===== src/rtl/bsub_defines.svh =====
// constants for the bit-test branch-to-subroutine decoder
// assumes: included by bare name, 32-bit instruction words
`ifndef BSUB_DEFINES_SVH
`define BSUB_DEFINES_SVH

// fixed opcode bits 31:24 and form nibble 23:20
`define BSUB_OPC_HIGH 8'h02
`define BSUB_FORM_REG 4'hF
`define BSUB_FORM_SHORT 4'hE
`define BSUB_FORM_EA 4'hC
// bits 11:8 for register form, 11:9 for memory forms, 7:5 always
`define BSUB_REG_TAIL 4'hC
`define BSUB_MEM_TAIL 3'h6
`define BSUB_BIT_PAD 3'h0
// field positions
`define BSUB_BITNUM_LSB 0
`define BSUB_SPACE_BIT 8
`define BSUB_IO_BIT 19
`define BSUB_SEL_LSB 13
`define BSUB_ADDR_LSB 12
`define BSUB_MODE_LSB 17
`define BSUB_RNUM_LSB 14
// register selectors
`define BSUB_SEL_STATUS 7'h79
`define BSUB_SEL_STACK_HIGH 7'h7C
`define BSUB_SEL_CTRL_FIRST 7'h79
// effective address modes
`define BSUB_MODE_PLAIN 3'h4
`define BSUB_MODE_INDEXED 3'h5
`define BSUB_MODE_DISP 3'h6
// least instruction length in oscillator cycles
`define BSUB_MIN_CYCLES 8'h08
`define BSUB_WORDS 32'h00000002

`endif


===== src/rtl/bsub_pkg.sv =====
// types shared by the bit-test branch-to-subroutine decoder
// assumes: nothing beyond the defines header
package bsub_pkg;

   typedef enum logic [1:0] {
      src_register,
      src_absolute,
      src_io,
      src_indirect
   } src_kind_e;

   // operand fetch request to the data path
   typedef struct packed {
      src_kind_e kind;
      logic space_y;
      logic [6:0] sel;
      logic [2:0] mode;
      logic [2:0] rnum;
   } operand_req_s;

   // one push onto the hardware stack
   typedef struct packed {
      logic [31:0] stack_high_word;
      logic [31:0] stack_low_word;
   } stack_push_s;

   typedef enum logic [1:0] {
      st_idle,
      st_fetch,
      st_wait
   } bsub_state_e;

endpackage


===== src/rtl/bit_test_branch_subroutine.sv =====
// decode and execute of the branch-to-subroutine-if-bit-one instruction
// assumes: core hands instruction, extension word and next pc with start;
// operand, pointer update and stack units sit on the same clock
//
// Behaviour
// - taken pushes next address high, status low
// - taken loads pc plus 32-bit displacement
// - displacement base is following instruction address
// - bit zero: no push, pc advances sequentially
// - pointer post-modification happens regardless of outcome
// - stack high source decrements pointer, push overwrites
// - five-bit immediate picks tested bit 0-31
// - condition, exception and sticky status untouched
// - short io form: 1110, one, 7-bit address
// - absolute short form: 1110, zero, 7-bit address
// - ea form 1100, indirect modes only, no displacement
// - register form 1111 with 7-bit selector
// - two words, eight cycles plus jump wait
`timescale 1ns/10ps
`default_nettype none
`include "bsub_defines.svh"

module bit_test_branch_subroutine
   import bsub_pkg::*;
(
   // clock and reset
   input wire logic clk_sys,
   input wire logic reset_n,
   input wire logic clk_en,
   // instruction from the program controller
   input wire logic start,
   input wire logic [31:0] instr_word,
   input wire logic [31:0] ext_word,
   input wire logic [31:0] pc_following,
   input wire logic [31:0] status_word,
   input wire logic jump_wait,
   // operand fetch
   output operand_req_s op_req,
   output logic op_req_valid,
   input wire logic op_valid,
   input wire logic [31:0] op_data,
   // side effects
   output logic ptr_update,
   output logic [2:0] ptr_update_mode,
   output logic [2:0] ptr_update_rnum,
   output logic stack_pointer_dec,
   output logic push_valid,
   output stack_push_s push_data,
   // result
   output logic done,
   output logic taken,
   output logic illegal,
   output logic pc_load,
   output logic [31:0] pc_value
);

   bsub_state_e state_reg;
   operand_req_s req_next;
   logic legal_next;
   logic [4:0] bitnum_reg;
   logic [31:0] disp_reg;
   logic [31:0] pc_base_reg;
   logic [31:0] status_reg;
   logic [7:0] cnt_reg;
   logic accept;
   logic fetch_hit;
   logic bit_one;
   logic postmod;
   logic from_stack_high;

   assign accept = clk_en && state_reg == st_idle && start;
   assign fetch_hit = clk_en && state_reg == st_fetch && op_valid && op_req_valid;
   assign bit_one = op_data[bitnum_reg];
   assign postmod = op_req.kind == src_indirect && op_req.mode != `BSUB_MODE_PLAIN
      && op_req.mode != `BSUB_MODE_INDEXED;
   assign from_stack_high = op_req.kind == src_register && op_req.sel == `BSUB_SEL_STACK_HIGH;

   // instruction decode
   always_comb begin
      req_next = '0;
      legal_next = 1'b0;
      req_next.space_y = instr_word[`BSUB_SPACE_BIT];
      req_next.mode = instr_word[`BSUB_MODE_LSB +: 3];
      req_next.rnum = instr_word[`BSUB_RNUM_LSB +: 3];
      req_next.sel = instr_word[`BSUB_ADDR_LSB +: 7];
      if (instr_word[31:24] == `BSUB_OPC_HIGH && instr_word[7:5] == `BSUB_BIT_PAD) begin
         unique case (instr_word[23:20])
            `BSUB_FORM_REG: begin
               req_next.kind = src_register;
               req_next.space_y = 1'b0;
               req_next.sel = instr_word[`BSUB_SEL_LSB +: 7];
               legal_next = instr_word[11:8] == `BSUB_REG_TAIL && !instr_word[12]
                  && (!req_next.sel[6] || req_next.sel >= `BSUB_SEL_CTRL_FIRST);
            end
            `BSUB_FORM_SHORT: begin
               req_next.kind = instr_word[`BSUB_IO_BIT] ? src_io : src_absolute;
               legal_next = instr_word[11:9] == `BSUB_MEM_TAIL;
            end
            `BSUB_FORM_EA: begin
               req_next.kind = src_indirect;
               req_next.sel = '0;
               legal_next = instr_word[11:9] == `BSUB_MEM_TAIL && instr_word[13:12] == 2'h0
                  && req_next.mode != `BSUB_MODE_DISP;
            end
            default: legal_next = 1'b0;
         endcase
      end
   end

   // sequencing
   always_ff @(posedge clk_sys or negedge reset_n) begin
      if (!reset_n) begin
         state_reg <= st_idle;
      end else if (clk_en) begin
         unique case (state_reg)
            st_idle: if (start) state_reg <= legal_next ? st_fetch : st_wait;
            st_fetch: if (op_valid && op_req_valid) state_reg <= st_wait;
            st_wait: if (cnt_reg >= `BSUB_MIN_CYCLES - 8'h01 && !jump_wait) state_reg <= st_idle;
         endcase
      end
   end

   // cycle count from start
   always_ff @(posedge clk_sys or negedge reset_n) begin
      if (!reset_n) begin
         cnt_reg <= 8'h00;
      end else if (clk_en) begin
         if (accept) cnt_reg <= 8'h01;
         else if (state_reg != st_idle && cnt_reg != 8'hFF) cnt_reg <= cnt_reg + 8'h01;
      end
   end

   // captured instruction context
   always_ff @(posedge clk_sys or negedge reset_n) begin
      if (!reset_n) begin
         op_req <= '0;
         bitnum_reg <= 5'h00;
         disp_reg <= 32'h00000000;
         pc_base_reg <= 32'h00000000;
         status_reg <= 32'h00000000;
         illegal <= 1'b0;
      end else if (accept) begin
         op_req <= req_next;
         bitnum_reg <= instr_word[`BSUB_BITNUM_LSB +: 5];
         disp_reg <= ext_word;
         pc_base_reg <= pc_following;
         status_reg <= status_word;
         illegal <= !legal_next;
      end
   end

   // operand request handshake
   always_ff @(posedge clk_sys or negedge reset_n) begin
      if (!reset_n) begin
         op_req_valid <= 1'b0;
      end else if (clk_en) begin
         if (accept) op_req_valid <= legal_next;
         else if (fetch_hit) op_req_valid <= 1'b0;
      end
   end

   // execute: test, push, pointer and stack side effects
   always_ff @(posedge clk_sys or negedge reset_n) begin
      if (!reset_n) begin
         taken <= 1'b0;
         push_valid <= 1'b0;
         push_data <= '0;
         ptr_update <= 1'b0;
         ptr_update_mode <= 3'h0;
         ptr_update_rnum <= 3'h0;
         stack_pointer_dec <= 1'b0;
         pc_value <= 32'h00000000;
      end else if (clk_en) begin
         push_valid <= 1'b0;
         ptr_update <= 1'b0;
         stack_pointer_dec <= 1'b0;
         if (accept) begin
            taken <= 1'b0;
         end else if (fetch_hit) begin
            taken <= bit_one;
            push_valid <= bit_one;
            push_data.stack_high_word <= pc_base_reg;
            push_data.stack_low_word <= status_reg;
            ptr_update <= postmod;
            ptr_update_mode <= op_req.mode;
            ptr_update_rnum <= op_req.rnum;
            stack_pointer_dec <= from_stack_high;
            pc_value <= bit_one ? pc_base_reg + disp_reg : pc_base_reg;
         end
      end
   end

   // completion
   always_ff @(posedge clk_sys or negedge reset_n) begin
      if (!reset_n) begin
         done <= 1'b0;
         pc_load <= 1'b0;
      end else if (clk_en) begin
         done <= 1'b0;
         pc_load <= 1'b0;
         if (state_reg == st_wait && cnt_reg >= `BSUB_MIN_CYCLES - 8'h01 && !jump_wait) begin
            done <= 1'b1;
            pc_load <= !illegal;
         end
      end
   end

   // checks
   logic pushed_reg;
   logic [31:0] pc_target;
   always_ff @(posedge clk_sys or negedge reset_n) begin
      if (!reset_n) begin
         pushed_reg <= 1'b0;
      end else if (clk_en) begin
         if (accept) pushed_reg <= 1'b0;
         else if (push_valid) pushed_reg <= 1'b1;
      end
   end
   assign pc_target = pc_base_reg + disp_reg;
endmodule // bit_test_branch_subroutine

`default_nettype wire


===== config.mk =====
export PLATFORM = sky130hd
export DESIGN_NAME = bit_test_branch_subroutine
export DESIGN_NICKNAME = d
export VERILOG_FILES = /design/src/rtl/bsub_pkg.sv /design/src/rtl/bit_test_branch_subroutine.sv
export VERILOG_INCLUDE_DIRS = /design/src /design/src/rtl
export SDC_FILE = /design/constraint.sdc
export NUM_CORES = 1
export LEC_CHECK = 0
export ABC_AREA = 1
export BUFFER_PORTS_ARGS = -buffer_cell sky130_fd_sc_hd__buf_2
export CORE_ASPECT_RATIO = 1.4
export CORE_MARGIN = 5
export CORE_UTILIZATION = 55
export DETAILED_ROUTE_END_ITERATION = 12
export PLACE_DENSITY = 0.83
export SLEW_MARGIN = 10
export SYNTH_ARGS = -nofsm -noshare
export SYNTH_HDL_FRONTEND = slang
export SYNTH_SLANG_ARGS = --single-unit

===== constraint.sdc =====
create_clock -name clk_sys -period 2.4 [get_ports clk_sys]
set_input_delay 0.48 -clock clk_sys [delete_from_list [all_inputs] [get_ports clk_sys]]
set_output_delay 0.48 -clock clk_sys [all_outputs]
set_load 0.005 [all_outputs]

# [Word level (Yosys, flattened, before mapping)]
# Cells that the tools add are included.
[word_totals] register_bits=237 in_bits=166 output_inout_bits=126 word_cells=111
[classes] n_addsub=2 magnitude_cmp=3 eq_ne=17 mux=29 bitwise=1 n_reduce_logical=35
[ops] cell="32-bit adder" count=1
[ops] cell="32-bit 2-to-1 mux" count=1
[ops] cell="1-bit logical AND" count=18
[ops] cell="4-bit == test (second input constant)" count=4
[ops] cell="8-bit 2-to-1 mux" count=2
[ops] cell="1-bit 2-to-1 mux" count=15
[ops] cell="7-bit case mux with 2 select lines" count=1
[ops] cell="10-bit 2-to-1 mux" count=1
[ops] cell="2-bit 2-to-1 mux" count=5
[ops] cell="3-bit inequality test (second input constant)" count=3
[ops] cell="8-bit by 1-bit adder with 8-bit output (second input constant)" count=1
[ops] cell="8-bit by 2-bit == test with 1-bit output (second input constant)" count=1
[ops] cell="8-bit by 3-bit >= comparator with 1-bit output (second input constant)" count=1
[ops] cell="8-bit inequality test (second input constant)" count=1
[ops] cell="7-bit == test (second input constant)" count=1
[ops] cell="7-bit >= comparator (second input constant)" count=1
[ops] cell="2-bit logical NOT" count=3
[ops] cell="5-bit by 6-bit < comparator with 1-bit output (second input constant)" count=1
[ops] cell="2-bit case mux with 3 select lines" count=1
[ops] cell="2-bit nonzero test" count=3
[ops] cell="1-bit binary-select mux with 5-bit select" count=1
[ops] cell="1-bit logical NOT" count=5
[ops] cell="2-bit == test (second input constant)" count=2
[ops] cell="2-bit inequality test (second input constant)" count=2
[ops] cell="other kinds (11)" count=12

# [Depth between registers and ports, before layout]
# Gate-level depths: netlist of the first run.
[logic_depth] ltp_word=8 ltp_mapped=15

# [Worst setup path after synthesis of the first run]
# OpenSTA, ideal clock, no wires.
[synth_path] kind="register to register" startpoint="register disp_reg[0]" endpoint="register pc_value[30]" arrival_ns=1.808 setup_slack_ns=0.476 path_stages_with_launch=15 path_buffers=0 cell_sequence="dfrtp_1 -> ha_1 -> fa_1 -> nand3_1 -> nand3_1 -> nand2_1 -> nand2_1 -> nand2_1 -> nand2_1 -> nand2_1 -> nand2_1 -> nand2_1 -> nand3_1 -> nand2_1 -> nand2_1"
[synth_via] elab_chain_cells=2
[synth_lines] element="start, declared" line_no="bit_test_branch_subroutine.sv:61" rtl="logic [31:0] disp_reg;"
[synth_lines] element="start signal, assigned" line_no="bit_test_branch_subroutine.sv:145" rtl="disp_reg <= ext_word;"
[synth_lines] element="32-bit adder"
[synth_lines] element="32-bit 2-to-1 mux" line_no="bit_test_branch_subroutine.sv:188" rtl="pc_value <= bit_one ? pc_base_reg + disp_reg : pc_base_reg;"
[synth_lines] element="end signal, assigned" line_no="bit_test_branch_subroutine.sv:188"
[synth_lines] element="end, declared" line_no="bit_test_branch_subroutine.sv:54" rtl="output logic [31:0] pc_value"
# Every way passes these cells.
# A chain may end at the register's enable or synchronous reset.

# [Final worst setup path of the first run]
[layout_path] startpoint="register disp_reg[0]" endpoint="register pc_value[16]"
# Same word-level chain as after synthesis.

==> impl_metrics.yaml, run 1 <==
run_status:
  status: "finished, final reports clean"
floorplan:
  core-area_um2: 22400
  io-pin-count: 292
  start_util_pct: 55.4
  die_h_um: 188
  die_width_um: 137
  dieArea_um2: 25700
  rows: 65
global_routing:
  overflow: 0
  grt_pass1_wl_um: 58600
  top_usage_layer: "met2"
  use_met1_pct: 33.0
  grt_util_all_layers_pct: 27.9
  first_global_vias: 12059
  met2_usage_pct: 49.2
  grt_max_degree: 126
  antenna_found_initial: 7
  use_met3_pct: 5.66
placement:
  port_buffers: 291
  gp_congestion: 0.962
  hpwlAfterDp_um: 26100
synth:
  syn_area_um2: 12400
  synth_cell_type_count: 38
  syn_inst: 1715
  synth-seq-cells: 237
  avgSynthCellArea_um2: 7.22
  synth_edf_count: 0
  yosys.cell_count.top_type: "nand2_1"
  async_flop_share_pct: 100
  yosysWarningCount: 0
  netlist.area_leader.share_pct: 47.9
  synthTopCellsByCount: "nand2_1 (887), dfrtp_1 (237), inv_1 (171)"
  syn_nets: 1917
  yosysSeqAreaShare_pct: 47.9
  synth_area_leaders: "dfrtp_1 (48%), nand2_1 (27%), inv_1 (5.2%)"
  synth_top_area_cell: "dfrtp_1"
  ys.flop_type: "dfrtp_1"
layout:
  regArea_um2: 5930
  areaGrowthSynthToFinish_pct: 21.0
  drive_gt1_share_pct: 17.9
  largest-register: "push_data"
  multi_input_area_um2: 5540
  fill_cells: 1924
  finalCoreUtilization_pct: 67.0
  largest_register_ffs: 64
  nNetsFinal: 2195
timing:
  fin_tns_setup_ps: 0
  slew_violations: 0
  tightest_slew_ps: 637
  relSlewSlack_pct: 57.1
  grt_setup_unrepaired: "no"
  period_needed_ps: 2200
  post-route-period-util_pct: 91.5
  setup_viol_count_final: 0
  fmax_mhz: 455
  hold_viol_final: 0
  finalClockSkew_ps: 22.6
critical_path:
  crit_start: "disp_reg[0]"
  crit_required_ps: 2820
  worstSetupStartpointType: "flip-flop"
  path_max_fanout: 4
  path_class: "flip-flop to flip-flop"
  end_kind: "flip-flop"
  crit_buf_inv: 0
  cp.arrival_ps: 2620
  r2r-start: "disp_reg[0]"
  cp_slowest_cell: "fa_1"
  cp_cell_sequence: "ha_1 > fa_1 > nand3_1 > nand3_1 > nand2_1 > nand3_1 > nand3_1 > nand2_1 > nand2_1 > nand3_1 > nand2_1 > nand2_1"
  cpPeakStageDelay_ps: 450
  crit_family: "simple AND/OR/NAND/NOR gates"
routing:
  ant_nets: 0
  wl_um: 35400
  drc: 0
  drt_iter0_markers: 683
  drt-wirelength-per-cell_um: 15.3
  viasPerCell: 5.09
  vias: 11768
  firstDrtPassIters: 5
clocking:
  cts_max_path_buffers: 3
  clkSinkCount: 237
  cts_buffers: 24
  cts_root_buf: "clkbuf_16"
  clk_pin_slew_ps: 70
  ctsHtreeMaxLevel: 1
  cts_tree: "built"
  post_cts_buffers: 0
  insertion_delay_ps: 530
hold_path:
  worstHoldStart: "pc_following[21]"
  hold_class: "primary input to flip-flop"
power:
  power_leakage_nw: 9.01
  power_density_nw_per_um2: 1130
  ir_drop_uv: 688
job:
  drv_cap: 0
[layout make-up]
type | instances | share of cell area [%]
diodes | 2 | 0.0334
clock buffers | 32 | 4.62
clock inverters | 12 | 0.634
inverters | 175 | 4.40
multi-input cells | 1250 | 37.0
flip-flops and latches | 237 | 39.6
well taps | 301 | 2.51
repair buffers | 305 | 11.3
[power by group]
| group | switching [mW] | total (mW) | internal [mW] |
|---|---|---|---|
| combinational | 4.83 | 7.50 | 2.66 |
| sequential | 0.733 | 5.70 | 4.97 |
| clock | 1.62 | 3.76 | 2.14 |
[stage by stage]
step | hold WS (ps) | instance area (µm²) | setup WS [ps] | power [mW] | instances
after global routing | 149 | 15000 | 69.1 | 18.4 | 2314
after CTS | 137 | 15000 | 231 | 17.0 | 2312
final | 147 | 15000 | 204 | 17.0 | 2314
after global placement | 423 | 14200 | 302 | 13.0 | 2267
after detailed placement | 425 | 14200 | 234 | 13.2 | 2267
after floorplan | 184 | 12400 | 476 | 11.2 | 1715
[cell usage in the layout (no fill, tap or decap), types with 21 or more instances in the layout]
| master | instances |
|---|---|
| ha_1 | 35 |
| dfrtp_1 | 237 |
| clkbuf_16 | 25 |
| a21oi_1 | 21 |
| buf_2 | 290 |
| nand2_1 | 886 |
| inv_1 | 171 |
| nor2_1 | 61 |
| nand3_1 | 103 |
| o21ai_0 | 66 |
[cells by family after synthesis]
family	synth area share (%)
flip-flops	47.9
AND/OR/NAND/NOR	35.1
adder cells (fa/ha/maj)	3.70
AO/OA/AOI/OAI	4.74
XOR/XNOR	1.13
buffers and inverters	7.51
[worst paths after layout]
kind                       cells past startpoint  slack (ps)                 end
setup / recovery                              12         200        pc_value[16]
min in group asynchronous                      2         470  ptr_update_rnum[1]
hold / removal                                 3         150     pc_base_reg[21]
max in group asynchronous                      3        1210        push_data[8]
hold reg to reg                                2         460        push_data[0]
setup reg to reg                              12         200        pc_value[16]
[timing repair]
item / 4_1_cts / 5_1_grt
gates resized for setup: 0 / 0
endpoints found under the hold margin: 43 / 0
hold buffers: 1 / 0
[routing by layer]
| layer | vias up | part of all wire, % |
|---|---|---|
| met3 | 100 | 6.7 |
| met1 | 5466 | 38 |
| met5 | - | 0.17 |
| li1 | 5842 | - |
| met2 | 350 | 51 |
| met4 | 10 | 4.2 |
[worst min-delay path, stage by stage]
cell and delay, ps:
buf_2 70, nand2_1 40, nand2_1 50
Note: power is estimated with default switching activity, not from simulation.
==> run 2, diff against run 1 <==
CELL_PAD_IN_SITES_DETAIL_PLACEMENT = 1   (was default)
CELL_PAD_IN_SITES_GLOBAL_PLACEMENT = 2   (was default)
CORE_UTILIZATION = 30   (was 55)
CTS_CLUSTER_SIZE = 24   (was default)
MAX_ROUTING_LAYER = met4   (was default)
==> impl_metrics.yaml, run 2 (synthesis results as in run 1) <==
layout:
  areaGrowthSynthToFinish_pct: 24.3
  drive_gt1_share_pct: 17.9
  stdcell_area_um2: 15400
  layout.cells.non_filler: 2570
  final_cell_mix: "nand2_1 (886), buf_2 (290), dfrtp_1 (237)"
  largest_register_ffs: 64
  nNetsFinal: 2203
  largest-register: "push_data"
  layout_commonest_cell: "nand2_1"
clocking:
  clkSinkCount: 237
  post_cts_buffers: 0
  cts_buffers: 27
  ctsHtreeMaxLevel: 1
  cts_max_path_buffers: 3
  cts_tree: "built"
  cts_root_buf: "clkbuf_16"
  insertion_delay_ps: 570
  clk_pin_slew_ps: 60
critical_path:
  path_max_fanout: 4
  cp_common_cell: "nand2_1"
  crit_family: "simple AND/OR/NAND/NOR gates"
  path_class: "flip-flop to flip-flop"
  cp.arrival_ps: 2640
  cp_slowest_cell: "fa_1"
  end_kind: "flip-flop"
  worstSetupStartpointType: "flip-flop"
  r2r-start: "disp_reg[0]"
  r2r-end: "pc_value[30]"
  cp_cell_sequence: "ha_1 > fa_1 > nand3_1 > nand3_2 > nand2_1 > nand2_1 > nand2_1 > nand2_1 > nand2_1 > nand2_1 > nand2_1 > nand3_1 > nand2_1 > nand2_1"
  crit_buf_inv: 0
  cpPeakStageDelay_ps: 440
  r2r_cells: 14
  reg2reg_slack_ps: 190
  crit_required_ps: 2830
placement:
  port_buffers: 291
  gp_congestion: 0.843
  hpwlAfterDp_um: 33300
  dp.cells: 2511
  placed_cell_area_um2: 14500
hold_path:
  hold_class: "primary input to flip-flop"
  hold_end: "disp_reg[25]"
  worstHoldStart: "ext_word[25]"
  hold_depth: 3
floorplan:
  die_width_um: 182
  core-area_um2: 41100
  die_h_um: 250
  dieArea_um2: 45500
  rows: 88
  io-pin-count: 292
  start_util_pct: 30.2
timing:
  fin_tns_setup_ps: 0
  slew_violations: 0
  finalClockSkew_ps: 31.8
  tightest_slew_ps: 595
  period_needed_ps: 2210
  setup_viol_count_final: 0
  post-route-period-util_pct: 92.0
  grt_setup_unrepaired: "no"
  relSlewSlack_pct: 60.3
  fmax_mhz: 453
  hold_viol_final: 0
power:
  ir_drop_uv: 545
  power_density_nw_per_um2: 1150
  power_leakage_nw: 9.06
routing:
  vias: 11808
  firstDrtPassIters: 4
  viasPerCell: 4.59
  wl_met1_um: 16700
  drc: 0
  drt_iter0_markers: 360
  drt-wirelength-per-cell_um: 17.1
  wl_met3_um: 2020
  wl_um: 44000
  met2_wirelength_um: 24100
  highest_layer: "met4"
  ant_nets: 0
global_routing:
  overflow: 0
  antenna_found_initial: 10
  grt_max_degree: 126
  grt_pass1_wl_um: 69900
  grt_util_all_layers_pct: 19.5
  first_global_vias: 12954
job:
  drv_cap: 0
run_status:
  status: "finished, final reports clean"
## run 2: cell count changes in the layout (fill, tap and decap cells not counted), sizes merged
cell and change:
buf +5, clkbuf +10, clkinv -6, clkinvlp -1, diode +8, inv +1
## run 2: what timing repair did
item / CTS / global route
hold buffers: 1 / 0
resized for setup: 0 / 1
hold endpoints to repair: 52 / 0
setup endpoints to repair: 0 / 4
## run 2: metrics by stage
| step | hold WS (ps) | power (mW) | setup WS [ps] | utilization [%] |
|---|---|---|---|---|
| 2_1_floorplan | 184 | 11.2 | 476 | - |
| 3_3_place_gp | 451 | 13.8 | 159 | 35.3 |
| 3_5_place_dp | 459 | 13.9 | 110 | 35.3 |
| 4_1_cts | 75.2 | 18.1 | 80.8 | 37.4 |
| 5_1_grt | 78.1 | 19.3 | 40.9 | 37.5 |
| 6_report | 107 | 17.8 | 191 | 37.5 |
## run 2: worst min-delay path, delay by kind of cell
family,cells,cell delay (ps)
buffers and inverters,1,70
AND/OR/NAND/NOR,2,90
## run 2: cell type report
type	instances	area, µm²
fillers	5245	25700
flip-flops and latches	237	5930
multi-input cells	1250	5550
repair buffers	310	1710
clock buffers	42	782
well taps	540	676
inverters	175	659
clock inverters	6	73.8
diodes	10	25.0
## run 2: power by group
group          internal [mW]  switching (mW)  leakage (nW)
Clock                   2.35            1.75         0.421
Sequential              4.97           0.699          3.12
Combinational           2.69            5.33          5.52
## run 2: per-layer routing
metal / GRT usage, % / vias up
li1: - / 5855
met1: 20.7 / 5683
met2: 36.7 / 209
met3: 3.82 / 61
met4: 5.54 / 0
met5: - / -
## run 2: worst max-delay path by stage
stage	start	end	depth (start not counted)
floorplan	disp_reg[0]	pc_value[30]	14
CTS	disp_reg[0]	pc_value[8]	10
finish	disp_reg[0]	pc_value[30]	14
global placement	disp_reg[0]	pc_value[28]	12
detailed placement	disp_reg[0]	pc_value[8]	10
global route	disp_reg[0]	pc_value[30]	14
==> run 3, diff against run 2 <==
CORE_UTILIZATION = 27   (was 30)
PLACE_DENSITY = 0.79   (was 0.83)
clock period = 1.9 ns   (was 2.4 ns; I/O delays follow)
==> impl_metrics.yaml, run 3 (synthesis results as in run 1) <==
run_status:
  status: "complete, but fails checks"
  violations: "negative setup slack"
critical_path:
  cp_cell_sequence: "buf_12 > buf_12 > nand2_2 > nand3_2 > nand3_2 > nand2_2 > nand2_4 > nand3_4 > nand3_2 > nand2_1 > nand2_1 > nand2_1"
  crit_required_ps: 2380
  cp_slowest_cell: "dfrtp_2"
  path_class: "flip-flop to flip-flop"
  cpPeakStageDelay_ps: 450
  end_kind: "flip-flop"
  worstSetupStartpointType: "flip-flop"
  path_max_fanout: 7
  cp.arrival_ps: 2430
timing:
  relSlewSlack_pct: 55.4
  setup_viol_count_final: 16
  finalClockSkew_ps: 19.5
  setup_slack_ps: -51.4
  fmax_mhz: 512
  grt_setup_unrepaired: "yes"
  fin_tns_setup_ps: -463
  hold_viol_final: 0
  slew_violations: 0
  tightest_slew_ps: 670
  period_needed_ps: 1950
  post-route-period-util_pct: 103
layout:
  layout_commonest_cell: "nand2_1"
  drive_gt1_share_pct: 31.4
  largest-register: "push_data"
  regArea_um2: 5940
  fill_cells: 5615
  largest_register_ffs: 64
  final_cell_mix: "nand2_1 (797), buf_2 (290), dfrtp_1 (229)"
  areaGrowthSynthToFinish_pct: 47.4
  nNetsFinal: 2388
  multi_input_area_um2: 6540
global_routing:
  met2_usage_pct: 37.3
  use_met1_pct: 19.9
  grt_util_all_layers_pct: 19.5
  antenna_found_initial: 6
  grt_max_degree: 92
  grt_pass1_wl_um: 76200
  top_usage_layer: "met2"
  first_global_vias: 14175
  use_met3_pct: 3.13
  overflow: 0
clocking:
  insertion_delay_ps: 580
  clkSinkCount: 237
  cts_buffers: 27
  cts_max_path_buffers: 3
  cts_root_buf: "clkbuf_16"
  clk_pin_slew_ps: 70
  ctsHtreeMaxLevel: 1
  cts_tree: "built"
job:
  drv_cap: 0
placement:
  hpwlAfterDp_um: 36200
  port_buffers: 291
  gp_congestion: 0.834
power:
  ir_drop_uv: 676
  sw_frac_of_total_pct: 42.4
  power_mw: 28.6
  p_comb_share_pct: 55.5
  power_density_nw_per_um2: 1570
  power_leakage_nw: 10.2
  power.internal_mw: 16.5
  p_seq_share_pct: 26.1
  p_switching_mw: 12.2
  clkPwrFrac_pct: 18.5
routing:
  vias: 12668
  ant_nets: 0
  drt-wirelength-per-cell_um: 17.5
  wl_um: 49400
  viasPerCell: 4.48
  firstDrtPassIters: 4
  drt_iter0_markers: 368
  drc: 0
hold_path:
  hold_class: "primary input to flip-flop"
floorplan:
  start_util_pct: 27.1
  io-pin-count: 292
  rows: 93
  core-area_um2: 45700
  dieArea_um2: 50300
  die_h_um: 263
  die_width_um: 191
-- run 3: power groups by stage --
stage | sequential (mW) | combinational (mW) | clock (mW)
6_report | 7.46 | 15.9 | 5.29
5_1_grt | 7.60 | 17.6 | 5.65
4_1_cts | 7.36 | 14.2 | 5.46
3_5_place_dp | 7.25 | 12.3 | 0
3_3_place_gp | 7.18 | 12.1 | 0
2_1_floorplan | 6.98 | 7.13 | 0
-- run 3: routing by layer --
metal	vias to the layer above	routed length, µm
met2	207	27400
met3	71	1940
met4	0	1680
li1	6242	-
met1	6148	18400
met5	-	0
-- run 3: area by class of cell --
| type | instances | share of cell area, % |
|---|---|---|
| clock buffer | 40 | 4.35 |
| timing repair buffer | 492 | 18.8 |
| antenna | 6 | 0.0822 |
| multi-input combinational | 1251 | 35.8 |
| inverter | 175 | 3.73 |
| tap | 617 | 4.23 |
| clock inverter | 6 | 0.418 |
| timing repair inverter | 2 | 0.0959 |
| sequential | 237 | 32.5 |
-- run 3: what timing repair did --
action / in CTS / in global routing
pin swaps: 28 / 55
hold buffers: 57 / 0
endpoints found under the setup margin: 42 / 134
endpoints found under the hold margin: 111 / 0
resized for setup: 95 / 163
setup buffers: 10 / 11
gates cloned: 3 / 5
-- run 3: critical path, delay by kind of cell, from the launching register on --
family / cells / cell delay, ps
buf+inv: 2 / 320
flops: 1 / 450
simple gates: 10 / 1090
-- run 3: worst paths after layout --
path | slack (ps) | endpoint | cells past startpoint | start
max | -50 | pc_value[30] | 12 | bitnum_reg[0]
min in group asynchronous | 370 | push_data[54] | 2 | reset_n
max in group asynchronous | 810 | pc_base_reg[12] | 3 | reset_n
max reg2reg | -50 | pc_value[30] | 12 | bitnum_reg[0]
min reg2reg | 470 | push_data[0] | 2 | status_reg[0]
min | 20 | disp_reg[10] | 3 | ext_word[10]
-- run 3: stage by stage --
stage / instances / util, % / hold slack [ps] / worst slack (ps) / cell area [µm²]
after floorplan: 1715 / - / 84.4 / 36.9 / 12400
after global placement: 2690 / 33.7 / 386 / -239 / 15400
after detailed placement: 2690 / 33.7 / 402 / -267 / 15400
after CTS: 2806 / 38.3 / 0.0980 / -64.5 / 17500
after global routing: 2826 / 39.9 / 13.2 / -133 / 18300
final: 2826 / 39.9 / 23.2 / -51.4 / 18300
